`src/metering_pkg.sv`:
```
package metering_pkg;
  // ******************************************************************
  // register map and reset values
  // ******************************************************************
  localparam logic [7:0] ADR_CTRL = 8'h00;
  localparam logic [7:0] ADR_KV = 8'h04;
  localparam logic [7:0] ADR_STATUS = 8'h08;
  localparam logic [7:0] ADR_PERIOD = 8'h0c;
  localparam logic [7:0] ADR_SAMPLE = 8'h10;
  localparam logic [4:0] CTRL_RESET = 5'h10;
  localparam logic [8:0] KV_RESET = 9'h100;
  localparam logic [8:0] KV_MIN = 9'h0e0;
  localparam logic [8:0] KV_MAX = 9'h100;
  // ******************************************************************
  // timing, decimation and thresholds
  // ******************************************************************
  localparam logic [1:0] MOD_DIV_LAST = 2'h3;
  localparam int PERIOD_LOW_LOG2 = 17;
  localparam int PERIOD_HIGH_LOG2 = 15;
  localparam logic [1:0] HIGH_REPEAT = 2'h3;
  localparam logic [9:0] DEC_V_LAST = 10'h3ff;
  localparam int DEC_I_LEN_DEF = 32768;
  localparam int GAIN_V_NUM = 257;
  localparam int GAIN_V_SHIFT = 8;
  localparam int GAIN_I_NUM = 257;
  localparam int GAIN_I_SHIFT = 9;
  localparam int DC_SHIFT = 6;
  localparam logic [7:0] RMS_LAST = 8'hff;
  localparam longint V_FULL_CODE = 1024;
  localparam longint V_FULL_MV = 300;
  localparam longint KV_ONE = 256;
  localparam logic [15:0] LV_THR_CT = 16'((64'd64 * V_FULL_CODE * KV_ONE * 1000) / (64'd6703 * V_FULL_MV));
  localparam logic [15:0] LV_THR_ROG = 16'((64'd64 * V_FULL_CODE * KV_ONE * 1000) / (64'd6687 * V_FULL_MV));
  localparam logic [1:0] PGA_X2 = 2'h0;
  localparam logic [1:0] PGA_X8 = 2'h3;
  // ******************************************************************
  // types
  // ******************************************************************
  typedef struct packed {
    logic enable;
    logic dual;
    logic added_gain_bit;
    logic [1:0] sensor_gain_select;
  } ctrl_t;
  typedef struct packed {
    logic signed [15:0] current;
    logic signed [10:0] voltage;
  } sample_t;
  typedef struct packed {
    logic pos;
    logic neg;
    logic pulse;
  } drive_t;
  typedef enum logic [1:0] {PK_IDLE = 2'b00, PK_RISE = 2'b01, PK_MARK = 2'b10} peak_state_t;
endpackage

```
`src/metering_input_line_monitor.sv`:
```
// Summary of operation
// - current path gain is fixed x4 times PGA step 2/4/6/8: totals 8..32
// - select 0/1 Rogowski with added gain bit; 2 CT x8; 3 shunt x32
// - dual channel with select 3: primary CT x8, secondary shunt x32
// - dual channel: primary and secondary alternate on the one current path
// - voltage and current one-bit streams are taken in parallel
// - modulator clock is main clock over four, one bit per period
// - decimation gain 1.004 on voltage, 0.502 on current
// - voltage samples are 11 bits, current samples 16 bits
// - DC offset is tracked and removed from both channels
// - line frequency must lie between clock/2^17 and clock/2^15
// - marker at each positive peak; period counted between its trailing edges
// - too-long period or missing marker sets range error at once
// - too-short period sets range error only after three in a row
// - low RMS voltage sets range error; threshold depends on sensor and Kv
// - low-voltage cause clears only above twice the threshold
// - voltage calibrator is kept within 0.875 to 1.000
// - while in error, stepper and pulse outputs are held low
// - select below 2 uses Rogowski threshold, above 1 CT/shunt threshold
module metering_input_line_monitor
  import metering_pkg::*;
#(
  parameter int PERIOD_LOW_CYCLES = 2 ** PERIOD_LOW_LOG2,
  parameter int PERIOD_HIGH_CYCLES = 2 ** PERIOD_HIGH_LOG2,
  parameter int DEC_I_LEN = DEC_I_LEN_DEF
) (
  input wire logic clk_i,
  input wire logic rst_i,
  input wire logic wb_cyc_i,
  input wire logic wb_stb_i,
  input wire logic wb_we_i,
  input wire logic [7:0] wb_adr_i,
  input wire logic [3:0] wb_sel_i,
  input wire logic [31:0] wb_dat_i,
  output logic [31:0] wb_dat_o,
  output logic wb_ack_o,
  input wire logic volt_bit_i,
  input wire logic curr_bit_i,
  output logic mod_clk_o,
  output logic curr_sec_sel_o,
  output logic [1:0] pga_gain_code_o,
  input wire drive_t drive_req_i,
  output logic stepper_drive_pos_o,
  output logic stepper_drive_neg_o,
  output logic energy_pulse_output_o,
  output logic line_frequency_range_error_o,
  output logic power_enable_o
);
  // ******************************************************************
  // state
  // ******************************************************************
  typedef struct packed {
    logic [1:0] div;
    logic mod_en;
    logic mod_clk;
    ctrl_t ctrl;
    logic [8:0] kv;
    logic chan_sec;
    logic [1:0] gain_code;
    logic [9:0] cnt_v;
    logic signed [11:0] acc_v;
    logic [15:0] cnt_i;
    logic signed [16:0] acc_i;
    logic signed [31:0] dc_v;
    logic signed [31:0] dc_i;
    logic signed [10:0] v_smp;
    logic v_new;
    logic i_done;
    logic i_chan;
    sample_t pend_smp;
    logic pend;
    logic overrun;
    peak_state_t pk;
    logic signed [10:0] v_prev;
    logic [17:0] per_cnt;
    logic [17:0] last_per;
    logic [1:0] hi_cnt;
    logic freq_low;
    logic freq_high;
    logic [7:0] rms_n;
    logic [29:0] sq_acc;
    logic rms_done;
    logic low_v;
    logic ack;
    logic [31:0] dat;
    drive_t drv;
  } st_t;
  st_t q, s;
  logic req, rd_pop, trail, err;
  logic fifo_ready, fifo_valid, fifo_full;
  sample_t fifo_head;
  logic signed [31:0] av, ai, xv, xi, vw;
  logic [29:0] sq;
  logic [21:0] ms;
  logic [39:0] lvl, thr2;
  logic [15:0] thr;
  logic [8:0] kw;

  // ******************************************************************
  // helpers
  // ******************************************************************
  function automatic logic signed [31:0] scale_sat(input logic signed [31:0] x, input int num, input int sh,
                                                   input int w);
    logic signed [31:0] p;
    logic signed [31:0] lim;
    p = (x * num) >>> sh;
    lim = (32'sd1 <<< (w - 1)) - 32'sd1;
    if (p > lim) return lim;
    if (p < -lim - 32'sd1) return -lim - 32'sd1;
    return p;
  endfunction

  // leaky average with 8 fraction bits; slow enough to pass the line tone
  function automatic logic signed [31:0] dc_track(input logic signed [31:0] acc, input logic signed [31:0] x);
    return acc + (((x <<< 8) - acc) >>> DC_SHIFT);
  endfunction

  function automatic logic [1:0] gain_sel(input ctrl_t c, input logic sec);
    case (c.sensor_gain_select)
      2'h0, 2'h1: return {c.sensor_gain_select[0], c.added_gain_bit};
      2'h2: return PGA_X2;
      default: return (c.dual && !sec) ? PGA_X2 : PGA_X8;
    endcase
  endfunction

  // ******************************************************************
  // sample buffer
  // ******************************************************************
  sample_fifo #(
    .WIDTH($bits(sample_t)),
    .DEPTH(16)
  ) u_fifo (
    .clk_i(clk_i),
    .rst_i(rst_i),
    .wr_valid_i(q.pend),
    .wr_ready_o(fifo_ready),
    .wr_data_i(q.pend_smp),
    .rd_valid_o(fifo_valid),
    .rd_ready_i(rd_pop),
    .rd_data_o(fifo_head),
    .full_o(fifo_full)
  );

  assign req = wb_cyc_i && wb_stb_i;
  assign rd_pop = req && !q.ack && !wb_we_i && wb_adr_i == ADR_SAMPLE;
  assign err = q.freq_low || q.freq_high || q.low_v;

  // ******************************************************************
  // next state
  // ******************************************************************
  always_comb begin
    s = q;
    trail = 1'b0;
    av = '0;
    ai = '0;
    xv = '0;
    xi = '0;
    vw = '0;
    sq = '0;
    ms = '0;
    lvl = '0;
    thr = '0;
    thr2 = '0;
    kw = q.kv;
    s.v_new = 1'b0;
    s.i_done = 1'b0;
    s.rms_done = 1'b0;
    s.mod_en = 1'b0;
    if (q.ctrl.enable) begin
      s.div = q.div + 2'h1;
      s.mod_en = q.div == MOD_DIV_LAST;
    end
    s.mod_clk = q.div[1];
    // both streams advance on the same modulator tick
    if (q.mod_en) begin
      av = 32'(q.acc_v) + (volt_bit_i ? 32'sd1 : -32'sd1);
      ai = 32'(q.acc_i) + (curr_bit_i ? 32'sd1 : -32'sd1);
      s.acc_v = 12'(av);
      s.acc_i = 17'(ai);
      s.cnt_v = q.cnt_v + 10'h1;
      s.cnt_i = q.cnt_i + 16'h1;
      if (q.cnt_v == DEC_V_LAST) begin
        xv = scale_sat(av, GAIN_V_NUM, GAIN_V_SHIFT, 11);
        s.dc_v = dc_track(q.dc_v, xv);
        s.v_smp = 11'(scale_sat(xv - (q.dc_v >>> 8), 1, 0, 11));
        s.v_new = 1'b1;
        s.acc_v = '0;
        s.cnt_v = '0;
      end
      if (q.cnt_i == 16'(DEC_I_LEN - 1)) begin
        xi = scale_sat(ai, GAIN_I_NUM, GAIN_I_SHIFT, 16);
        s.dc_i = dc_track(q.dc_i, xi);
        s.pend_smp.current = 16'(scale_sat(xi - (q.dc_i >>> 8), 1, 0, 16));
        s.i_chan = q.chan_sec;
        s.chan_sec = q.ctrl.dual && !q.chan_sec;
        s.i_done = 1'b1;
        s.acc_i = '0;
        s.cnt_i = '0;
      end
    end
    // a voltage sample carries the latest current sample into the buffer
    if (q.pend && fifo_ready) s.pend = 1'b0;
    if (q.v_new) begin
      if (q.pend && !fifo_ready) s.overrun = 1'b1;
      s.pend = 1'b1;
      s.pend_smp.voltage = q.v_smp;
    end
    // positive peak marker
    if (q.v_new) begin
      s.v_prev = q.v_smp;
      case (q.pk)
        PK_IDLE: if (q.v_smp > 11'sd0) s.pk = PK_RISE;
        PK_RISE: begin
          if (q.v_smp <= 11'sd0) s.pk = PK_IDLE;
          else if (q.v_smp < q.v_prev) s.pk = PK_MARK;
        end
        PK_MARK: begin
          if (q.v_smp <= 11'sd0) begin
            s.pk = PK_IDLE;
            trail = 1'b1;
          end
        end
        default: s.pk = PK_IDLE;
      endcase
    end
    // period monitor
    if (q.ctrl.enable) begin
      if (trail) begin
        s.last_per = q.per_cnt;
        s.per_cnt = 18'h1;
        s.freq_low = q.per_cnt > 18'(PERIOD_LOW_CYCLES);
        if (q.per_cnt < 18'(PERIOD_HIGH_CYCLES)) begin
          s.hi_cnt = (q.hi_cnt == HIGH_REPEAT) ? HIGH_REPEAT : q.hi_cnt + 2'h1;
        end else begin
          s.hi_cnt = 2'h0;
        end
      end else begin
        if (q.per_cnt <= 18'(PERIOD_LOW_CYCLES)) s.per_cnt = q.per_cnt + 18'h1;
        if (q.per_cnt > 18'(PERIOD_LOW_CYCLES)) s.freq_low = 1'b1;
      end
    end
    s.freq_high = s.hi_cnt == HIGH_REPEAT;
    // mean square over 256 voltage samples, compared as squares to skip a root
    if (q.v_new) begin
      vw = 32'(q.v_smp);
      sq = q.sq_acc + 30'(vw * vw);
      s.sq_acc = sq;
      s.rms_n = q.rms_n + 8'h1;
      if (q.rms_n == RMS_LAST) begin
        ms = sq[29:8];
        lvl = 40'(ms) * 40'(q.kv) * 40'(q.kv);
        thr = q.ctrl.sensor_gain_select < 2'h2 ? LV_THR_ROG : LV_THR_CT;
        thr2 = 40'(thr) * 40'(thr);
        if (lvl < thr2) s.low_v = 1'b1;
        else if (lvl > (thr2 << 2)) s.low_v = 1'b0;
        s.rms_done = 1'b1;
        s.sq_acc = '0;
      end
    end
    // held low while any cause of the range error stands
    s.drv.pos = drive_req_i.pos && !err && q.ctrl.enable;
    s.drv.neg = drive_req_i.neg && !err && q.ctrl.enable;
    s.drv.pulse = drive_req_i.pulse && !err && q.ctrl.enable;
    // wishbone slave: ack one cycle after the request, write at the ack edge
    s.ack = req && !q.ack;
    if (req && !q.ack && !wb_we_i) begin
      case (wb_adr_i)
        ADR_CTRL: s.dat = {27'h0, q.ctrl};
        ADR_KV: s.dat = {23'h0, q.kv};
        ADR_STATUS: begin
          s.dat = {23'h0, fifo_full, q.overrun, fifo_valid, q.i_chan, q.low_v, q.freq_high, q.freq_low,
                   err, q.pk == PK_MARK};
          if (!(q.v_new && q.pend && !fifo_ready)) s.overrun = 1'b0;
        end
        ADR_PERIOD: s.dat = {14'h0, q.last_per};
        ADR_SAMPLE: s.dat = fifo_valid ? {5'h0, fifo_head} : 32'h0;
        default: s.dat = 32'h0;
      endcase
    end
    if (req && q.ack && wb_we_i) begin
      case (wb_adr_i)
        ADR_CTRL: if (wb_sel_i[0]) s.ctrl = ctrl_t'(wb_dat_i[4:0]);
        ADR_KV: begin
          if (wb_sel_i[0]) kw[7:0] = wb_dat_i[7:0];
          if (wb_sel_i[1]) kw[8] = wb_dat_i[8];
          s.kv = kw < KV_MIN ? KV_MIN : (kw > KV_MAX ? KV_MAX : kw);
        end
        default: ;
      endcase
    end
    // from next values, so gain code and channel select switch in the same cycle
    s.gain_code = gain_sel(s.ctrl, s.chan_sec);
  end

  always_ff @(posedge clk_i) begin
    if (rst_i) begin
      q <= '0;
      q.ctrl <= ctrl_t'(CTRL_RESET);
      q.kv <= KV_RESET;
    end else begin
      q <= s;
    end
  end

  assign wb_ack_o = q.ack;
  assign wb_dat_o = q.dat;
  assign mod_clk_o = q.mod_clk;
  assign curr_sec_sel_o = q.chan_sec;
  assign pga_gain_code_o = q.gain_code;
  assign stepper_drive_pos_o = q.drv.pos;
  assign stepper_drive_neg_o = q.drv.neg;
  assign energy_pulse_output_o = q.drv.pulse;
  assign line_frequency_range_error_o = err;
  assign power_enable_o = !err && q.ctrl.enable;
endmodule

```
`src/sample_fifo.sv`:
```
module sample_fifo #(
  parameter int WIDTH = 27,
  parameter int DEPTH = 16
) (
  input wire logic clk_i,
  input wire logic rst_i,
  input wire logic wr_valid_i,
  output logic wr_ready_o,
  input wire logic [WIDTH-1:0] wr_data_i,
  output logic rd_valid_o,
  input wire logic rd_ready_i,
  output logic [WIDTH-1:0] rd_data_o,
  output logic full_o
);
  localparam int AW = $clog2(DEPTH);
  typedef struct packed {
    logic [AW:0] wp;
    logic [AW:0] rp;
  } fifo_st_t;
  fifo_st_t q, s;
  logic [WIDTH-1:0] mem [DEPTH];
  assign full_o = (q.wp[AW] != q.rp[AW]) && (q.wp[AW-1:0] == q.rp[AW-1:0]);
  assign wr_ready_o = !full_o;
  assign rd_valid_o = q.wp != q.rp;
  assign rd_data_o = mem[q.rp[AW-1:0]];
  always_comb begin
    s = q;
    if (wr_valid_i && wr_ready_o) s.wp = q.wp + 1'b1;
    if (rd_valid_o && rd_ready_i) s.rp = q.rp + 1'b1;
  end
  always_ff @(posedge clk_i) begin
    if (rst_i) q <= '0;
    else q <= s;
    if (wr_valid_i && wr_ready_o) mem[q.wp[AW-1:0]] <= wr_data_i;
  end
endmodule

```
`config.mk`:
```
export PLATFORM = sky130hd
export DESIGN_NAME = metering_input_line_monitor
export DESIGN_NICKNAME = d
export VERILOG_FILES = /design/src/metering_pkg.sv /design/src/metering_input_line_monitor.sv /design/src/sample_fifo.sv
export SDC_FILE = /design/constraint.sdc
export NUM_CORES = 2
export LEC_CHECK = 0
export BUFFER_PORTS_ARGS = -buffer_cell sky130_fd_sc_hd__buf_2
export CELL_PAD_IN_SITES_DETAIL_PLACEMENT = 0
export CELL_PAD_IN_SITES_GLOBAL_PLACEMENT = 1
export CORE_UTILIZATION = 40
export DETAILED_ROUTE_END_ITERATION = 8
export GPL_TIMING_DRIVEN = 0
export PLACE_DENSITY_LB_ADDON = 0.1
export SLEW_MARGIN = 25
export SYNTH_ARGS = -nofsm -noshare
export SYNTH_HDL_FRONTEND = slang
export SYNTH_SLANG_ARGS = --single-unit
```
`constraint.sdc`:
```
create_clock -name clk_i -period 27.4 [get_ports clk_i]
set_input_delay 1.37 -clock clk_i [delete_from_list [all_inputs] [get_ports clk_i]]
set_output_delay 1.37 -clock clk_i [all_outputs]
set_load 0.01 [all_outputs]
```
## Word-level counts from Yosys, hierarchy flattened

Memories as Yosys holds them, arrays and structs flattened. A register that Yosys moved wholly into a read port is not among the register bits.
Index checks and enable logic that the tools add are counted.

- Bits in registers: 309
- Memory bits (writable): 432
- Input bits: 54
- Output and inout port bits: 42
- Logic and storage cells: 253
- Memories: 1

- Add/subtract/negate cells: 17
- $mul: 6
- Magnitude comparators: 19
- Eq/ne operators: 20
- Muxes and demuxes: 101
- Bitwise gates (word level): 2
- Reduce and logical (&&, ||, !) cells: 48

Memories:

| memory | words | width | rd ports | clocked after memory_dff | wr ports | RTL line | RTL |
|---|---|---|---|---|---|---|---|
| u_fifo.mem | 16 | 27 | 1 | 1 | 1 | sample_fifo.sv:21 | `logic [WIDTH-1:0] mem [DEPTH];` |

Operator list:

| cell | count |
|---|---|
| two-way mux 32 bit | 15 |
| one-hot mux 27 bit (5 select lines) | 1 |
| adder 32 x 26 -> 32 bit | 2 |
| multiplier 32 x 10 -> 32 bit (second input constant) | 2 |
| two-way mux 16 bit | 4 |
| subtractor 32 x 24 -> 32 bit | 2 |
| subtractor 32 bit | 2 |
| two-way mux 1 bit | 48 |
| two-way mux 11 bit | 4 |
| greater-than comparator 40 x 30 -> 1 bit | 1 |
| < comparator 40 x 28 -> 1 bit | 1 |
| multiplier 31 x 9 -> 40 bit | 1 |
| two-way mux 18 bit | 2 |
| two-way mux 33 bit | 1 |
| adder 12 x 32 -> 32 bit | 1 |
| adder 17 x 32 -> 32 bit | 1 |
| greater-than comparator 32 x 11 -> 1 bit (second input constant) | 1 |
| greater-than comparator 32 x 16 -> 1 bit (second input constant) | 1 |
| < comparator 32 x 11 -> 1 bit (second input constant) | 1 |
| < comparator 32 x 16 -> 1 bit (second input constant) | 1 |
| multiplier 22 x 9 -> 31 bit | 1 |
| adder 30 bit | 1 |
| multiplier 14 x 14 -> 28 bit | 1 |
| two-way mux 27 bit | 1 |
| other kinds (54) | 117 |

## Logic depth before layout (Yosys ltp)

- Depth after elaboration: 24
- Gate-level depth with buffers: 71
- Depth with buffers taken out: 68

## Hierarchy

A second synthesis with hierarchy kept.

- Cells, all modules: 6144
- Area, all modules: 60987.2 um^2

Modules (own cells, without submodules):

| module | instances | cells an instance | area each (um^2) | sequential area each (um^2) |
|---|---|---|---|---|
| metering_input_line_monitor | 1 | 5441 | 43885.8 | 5885.6 |
| sample_fifo | 1 | 703 | 17101.4 | 13252.7 |

## Least setup slack after synthesis

OpenSTA, ideal clock, no wires.

- Kind: register to register
- Start: reg q[170] in the netlist's numbering
- End: reg q[36] in the netlist's numbering
- Library setup time: 0.072 ns
- Arrival time: 16.120 ns
- Required time: 27.328 ns
- Setup slack: 11.209 ns
- Stages on the path, launching flop included: 61
- Path buffers: 5
- Clock period less this slack: 16.191 ns
- Path through: dfxtp_1 -> clkbuf_1 -> clkbuf_1 -> and2_1 -> fa_1 -> fa_1 -> fa_1 -> fa_1 -> inv_1 -> fa_1 -> inv_1 -> ha_1 -> clkbuf_1 -> nand4_1 -> or3_1 -> a31oi_1 -> a2111oi_0 -> o21bai_1 -> [25 not listed] -> nand3_1 -> fa_1 -> fa_1 -> fa_1 -> inv_1 -> fa_1 -> inv_1 -> ha_1 -> clkbuf_1 -> nand4_1 -> or4_1 -> nor3b_1 -> mux2i_1 -> nand4_1 -> or3_1 -> nor4_1 -> and4_1 -> a2bb2oi_1

- Cells in the longest elaborated chain, start to end: 7
- Elaborated cells between the ends (all ways): 9
- Those cells by class: 1 x add/sub; 3 x mul; 2 x order compare; 1 x mux; 2 x reduce/logical

Ends and longest elaborated chain:

| element | RTL line | RTL |
|---|---|---|
| start: declaration | metering_input_line_monitor.sv:88 | `st_t q, s;` |
| start signal: assignment | metering_input_line_monitor.sv:301 | `q <= s;` |
| multiplier 11 x 11 -> 22 bit * | metering_input_line_monitor.sv:246 | `sq = q.sq_acc + 30'(vw * vw);` |
| adder 30 bit * | metering_input_line_monitor.sv:246 |  |
| multiplier 22 x 9 -> 31 bit * | metering_input_line_monitor.sv:251 | `lvl = 40'(ms) * 40'(q.kv) * 40'(q.kv);` |
| multiplier 31 x 9 -> 40 bit * | metering_input_line_monitor.sv:251 |  |
| < comparator 40 x 28 -> 1 bit / greater-than comparator 40 x 30 -> 1 bit (equally long branches) | metering_input_line_monitor.sv:254, metering_input_line_monitor.sv:255 |  |
| nonzero test 2 bit (no line) | -- |  |
| AND reduction 3 bit (no line) | -- |  |

Every way passes the cells marked *; elsewhere a longest branch is shown, timed or not.
A chain may end at the register's enable or synchronous reset.

## Final worst setup path

- Start: reg q[171] in the netlist's numbering
- End: reg q[36] in the netlist's numbering

Same word-level chain as after synthesis.

==> impl_metrics.py <==
metrics = {
    "clock_tree": {
        "htree_levels": 3,
        "clkSinkCount": 740,
        "clk_pin_slew_ns": 0.06,
        "cts_tree": "built",
        "cts_hold_buf": 0,
        "max-clock-path-buffers": 3,
        "cts_resized": 0,
        "cts_root_buffer": "clkbuf_16",
        "clkLatencyLatePin_ns": 0.72,
        "postCtsSetupRepairBufs": 0,
        "cts_buffers": 85,
    },
    "global_routing": {
        "antenna_found_initial": 17,
        "gr-total-overflow": 0,
        "first_global_vias": 46978,
        "track_usage": 0.243,
        "grt_max_degree": 19,
        "grt_pass1_wl_um": 291000,
    },
    "timing": {
        "setup_ws_ns": 7.87,
        "hold_ws_ns": 0.450,
        "setup_viol": 0,
        "post-route-min-period_ns": 19.53,
        "fin_setup_tns_ns": 0,
        "grt_setup_unrepaired": "false",
        "final.period_utilization": 0.713,
        "slew_headroom": 0.235,
        "skew_ns": 0.0674,
        "tightest_slew_ns": 1.14,
        "maxSlewViolCount": 0,
        "max_freq_ghz": 0.0512,
        "finalHoldViolCount": 0,
    },
    "hold_path": {
        "hp-start": "q[79]",
        "hp-class": "flip-flop to flip-flop",
        "hold_end": "q[76]",
        "min_path_cells": 2,
    },
    "final_layout": {
        "utilization": 0.447,
        "fin_nets": 7537,
        "final_common_cell": "inv_1",
        "final_layout_size_suffix_gt1_frac": 0.0807,
        "stdcell_count": 8685,
        "syn2layout_area_growth_pct": 11.1,
        "layout_common_cells": "688 x inv_1, 663 x nand2_1, 458 x fa_1, 457 x ha_1, 432 x edfxtp_1",
    },
    "critical_path": {
        "path_buf_inv": 11,
        "crit_top_cell": "fa_1",
        "max_stage_delay_ns": 0.62,
        "path_delay_family": "adder cells",
        "reg2reg_slack_ns": 7.87,
        "reg2reg_depth": 64,
        "path_class": "flip-flop to flip-flop",
        "worstPathMaxFanout": 11,
        "timing.rr.end": "q[36]",
        "worst_path_max_delay_cell": "xor2_1",
        "timing.rr.start": "q[171]",
        "setup.worst_path.end_class": "flip-flop",
        "crit_required_ns": 27.99,
        "critPathLaunchType": "flip-flop",
        "crit_arrival_ns": 20.12,
    },
    "floorplan": {
        "start_util": 0.403,
        "ios": 96,
        "core_area_sq_um": 154000,
        "dieArea_sq_um": 157000,
        "die_y_um": 396,
        "die_w_um": 396,
        "row_count": 144,
    },
    "pwr": {
        "vdd_drop_max_mv": 0.0584,
        "p_per_area_nw_per_um2": 54.7,
        "p_leak_nw": 29.3,
    },
    "logic_synthesis": {
        "yosys.area.top_type_share": 0.209,
        "synth_ff_type": "edfxtp_1",
        "yosysSeqAreaShare": 0.309,
        "synth-edff-count": 432,
        "postSynthCellCount": 6375,
        "syn_avg_cell_area_sq_um": 9.73,
        "netlist_area_sq_um": 62000,
        "synth_top_area_cell": "edfxtp_1",
        "yosysWarnings": 0,
        "synthTopCellsByArea": "edfxtp_1 21%, fa_1 15%, dfxtp_1 9.9%",
        "async_reset_ff_frac": 0,
        "ys_types": 95,
        "synth_seq_cells": 740,
    },
    "run": {
        "maxCapViolCount": 0,
    },
    "place": {
        "placed_cells": 8525,
        "hpwl_um": 148000,
        "dp_slack_ns": 7.72,
        "io_buffers": 64,
        "gp_congestion": 0.858,
    },
    "routing": {
        "drtPass1Iterations": 6,
        "drcViolationCount": 0,
        "detail_route.wl_per_cell_um": 21.8,
        "vias": 47571,
        "ant_nets": 0,
        "viasPerCell": 5.48,
        "drtIter0Drc": 3568,
        "totalWireLength_um": 189000,
    },
    "status": {
        "status": "finished clean",
    },
}
## synthesized netlist by cell type (12+ instances only)
master / instances
a211o_1: 20
a211oi_1: 39
a21boi_0: 22
a21o_1: 138
a21oi_1: 384
a22o_1: 12
a22oi_1: 76
a311oi_1: 16
a31oi_1: 46
and2_1: 289
and3_1: 45
and4_1: 22
buf_1: 25
buf_2: 12
buf_4: 34
clkbuf_1: 238
dfxtp_1: 308
edfxtp_1: 432
fa_1: 458
ha_1: 457
inv_1: 688
mux2i_1: 44
mux4_2: 131
nand2_1: 663
nand2b_1: 36
nand3_1: 94
nand4_1: 60
nor2_1: 423
nor2b_1: 54
nor3_1: 83
nor3b_1: 12
nor4_1: 25
o211ai_1: 21
o21a_1: 48
o21ai_0: 220
o21bai_1: 39
o31ai_1: 14
or2_2: 25
or3_1: 52
or4_1: 14
xnor2_1: 204
xor2_1: 119
## through the flow
stage	total power (W)	instance area, sq um
global route	0.00398	68900
CTS	0.00378	68800
floorplan	0.00221	62000
global placement	0.00255	64900
finish	0.00377	68900
detailed placement	0.00256	65800
## state kept, by name, indices dropped and copies added, names as in the netlist, 2 cells and up, named ones only
register / flops
u_fifo.mem: 432
u_fifo.q: 10
pga_gain_code_o: 2
q: 259
wb_dat_o: 27
## worst max-delay path by stage
stage                     startpoint    end  slack, ns  cells past startpoint
after floorplan               q[170]  q[36]      11.21                     60
after global placement        q[171]  q[36]       7.81                     64
after detailed placement      q[171]  q[36]       7.72                     64
after CTS                     q[171]  q[36]       7.61                     64
after global routing          q[171]  q[36]       6.89                     63
final                         q[171]  q[36]       7.87                     64
## layout make-up
cell class | instances | area (sq um)
Inverter | 689 | 2590
Multi-Input combinational cell | 4640 | 39200
Clock inverter | 50 | 702
Buffer | 310 | 1340
Antenna cell | 3 | 7.51
Timing Repair Buffer | 102 | 997
Sequential cell | 740 | 19100
Clock buffer | 107 | 2320
Fill cell | 14949 | 85200
Tap cell | 2044 | 2560
## cells by family (layout without fill, tap and decap cells)
family / Yosys count / in the layout / share of synthesized area
compound gates: 1259 / 1259 / 0.132
xor+xnor: 324 / 324 / 0.0460
fa+ha+maj: 915 / 915 / 0.240
buf+inv: 999 / 1258 / 0.0629
flops: 740 / 740 / 0.309
mux: 185 / 185 / 0.0565
other cells: 1 / 8 / 0.0000605
simple gates: 1952 / 1952 / 0.153
## worst register-to-register path: cells and delay by family (launching register included)
kind	cells	cell delay [ns]
DFF	1	0.59
and+or+nand+nor	19	3.93
xor gates and xnor gates	3	1.62
AOI/OAI and AO/OA	13	3.15
muxes	1	0.13
adders and majority gates	17	7.91
buffers and inverters	11	2.16
## power breakdown
group	total [W]	internal [W]	switching, W	leakage, nW
combinational	0.00138	0.000508	0.000872	21.3
clock	0.00122	0.000707	0.000511	1.45
sequential	0.00117	0.00117	0.00000263	6.53
total	0.00377	0.00238	0.00139	29.3
## metal layers
| layer | wire (um) | vias to the layer above | global-route usage |
|---|---|---|---|
| met4 | 3600 | 4 | 0.0475 |
| met3 | 12000 | 182 | 0.0429 |
| met2 | 83600 | 1146 | 0.374 |
| met1 | 90100 | 23690 | 0.356 |
| met5 | 34 | - | 0 |
| li1 | - | 22549 | - |
No activity file was read; power rests on OpenSTA's default activity.
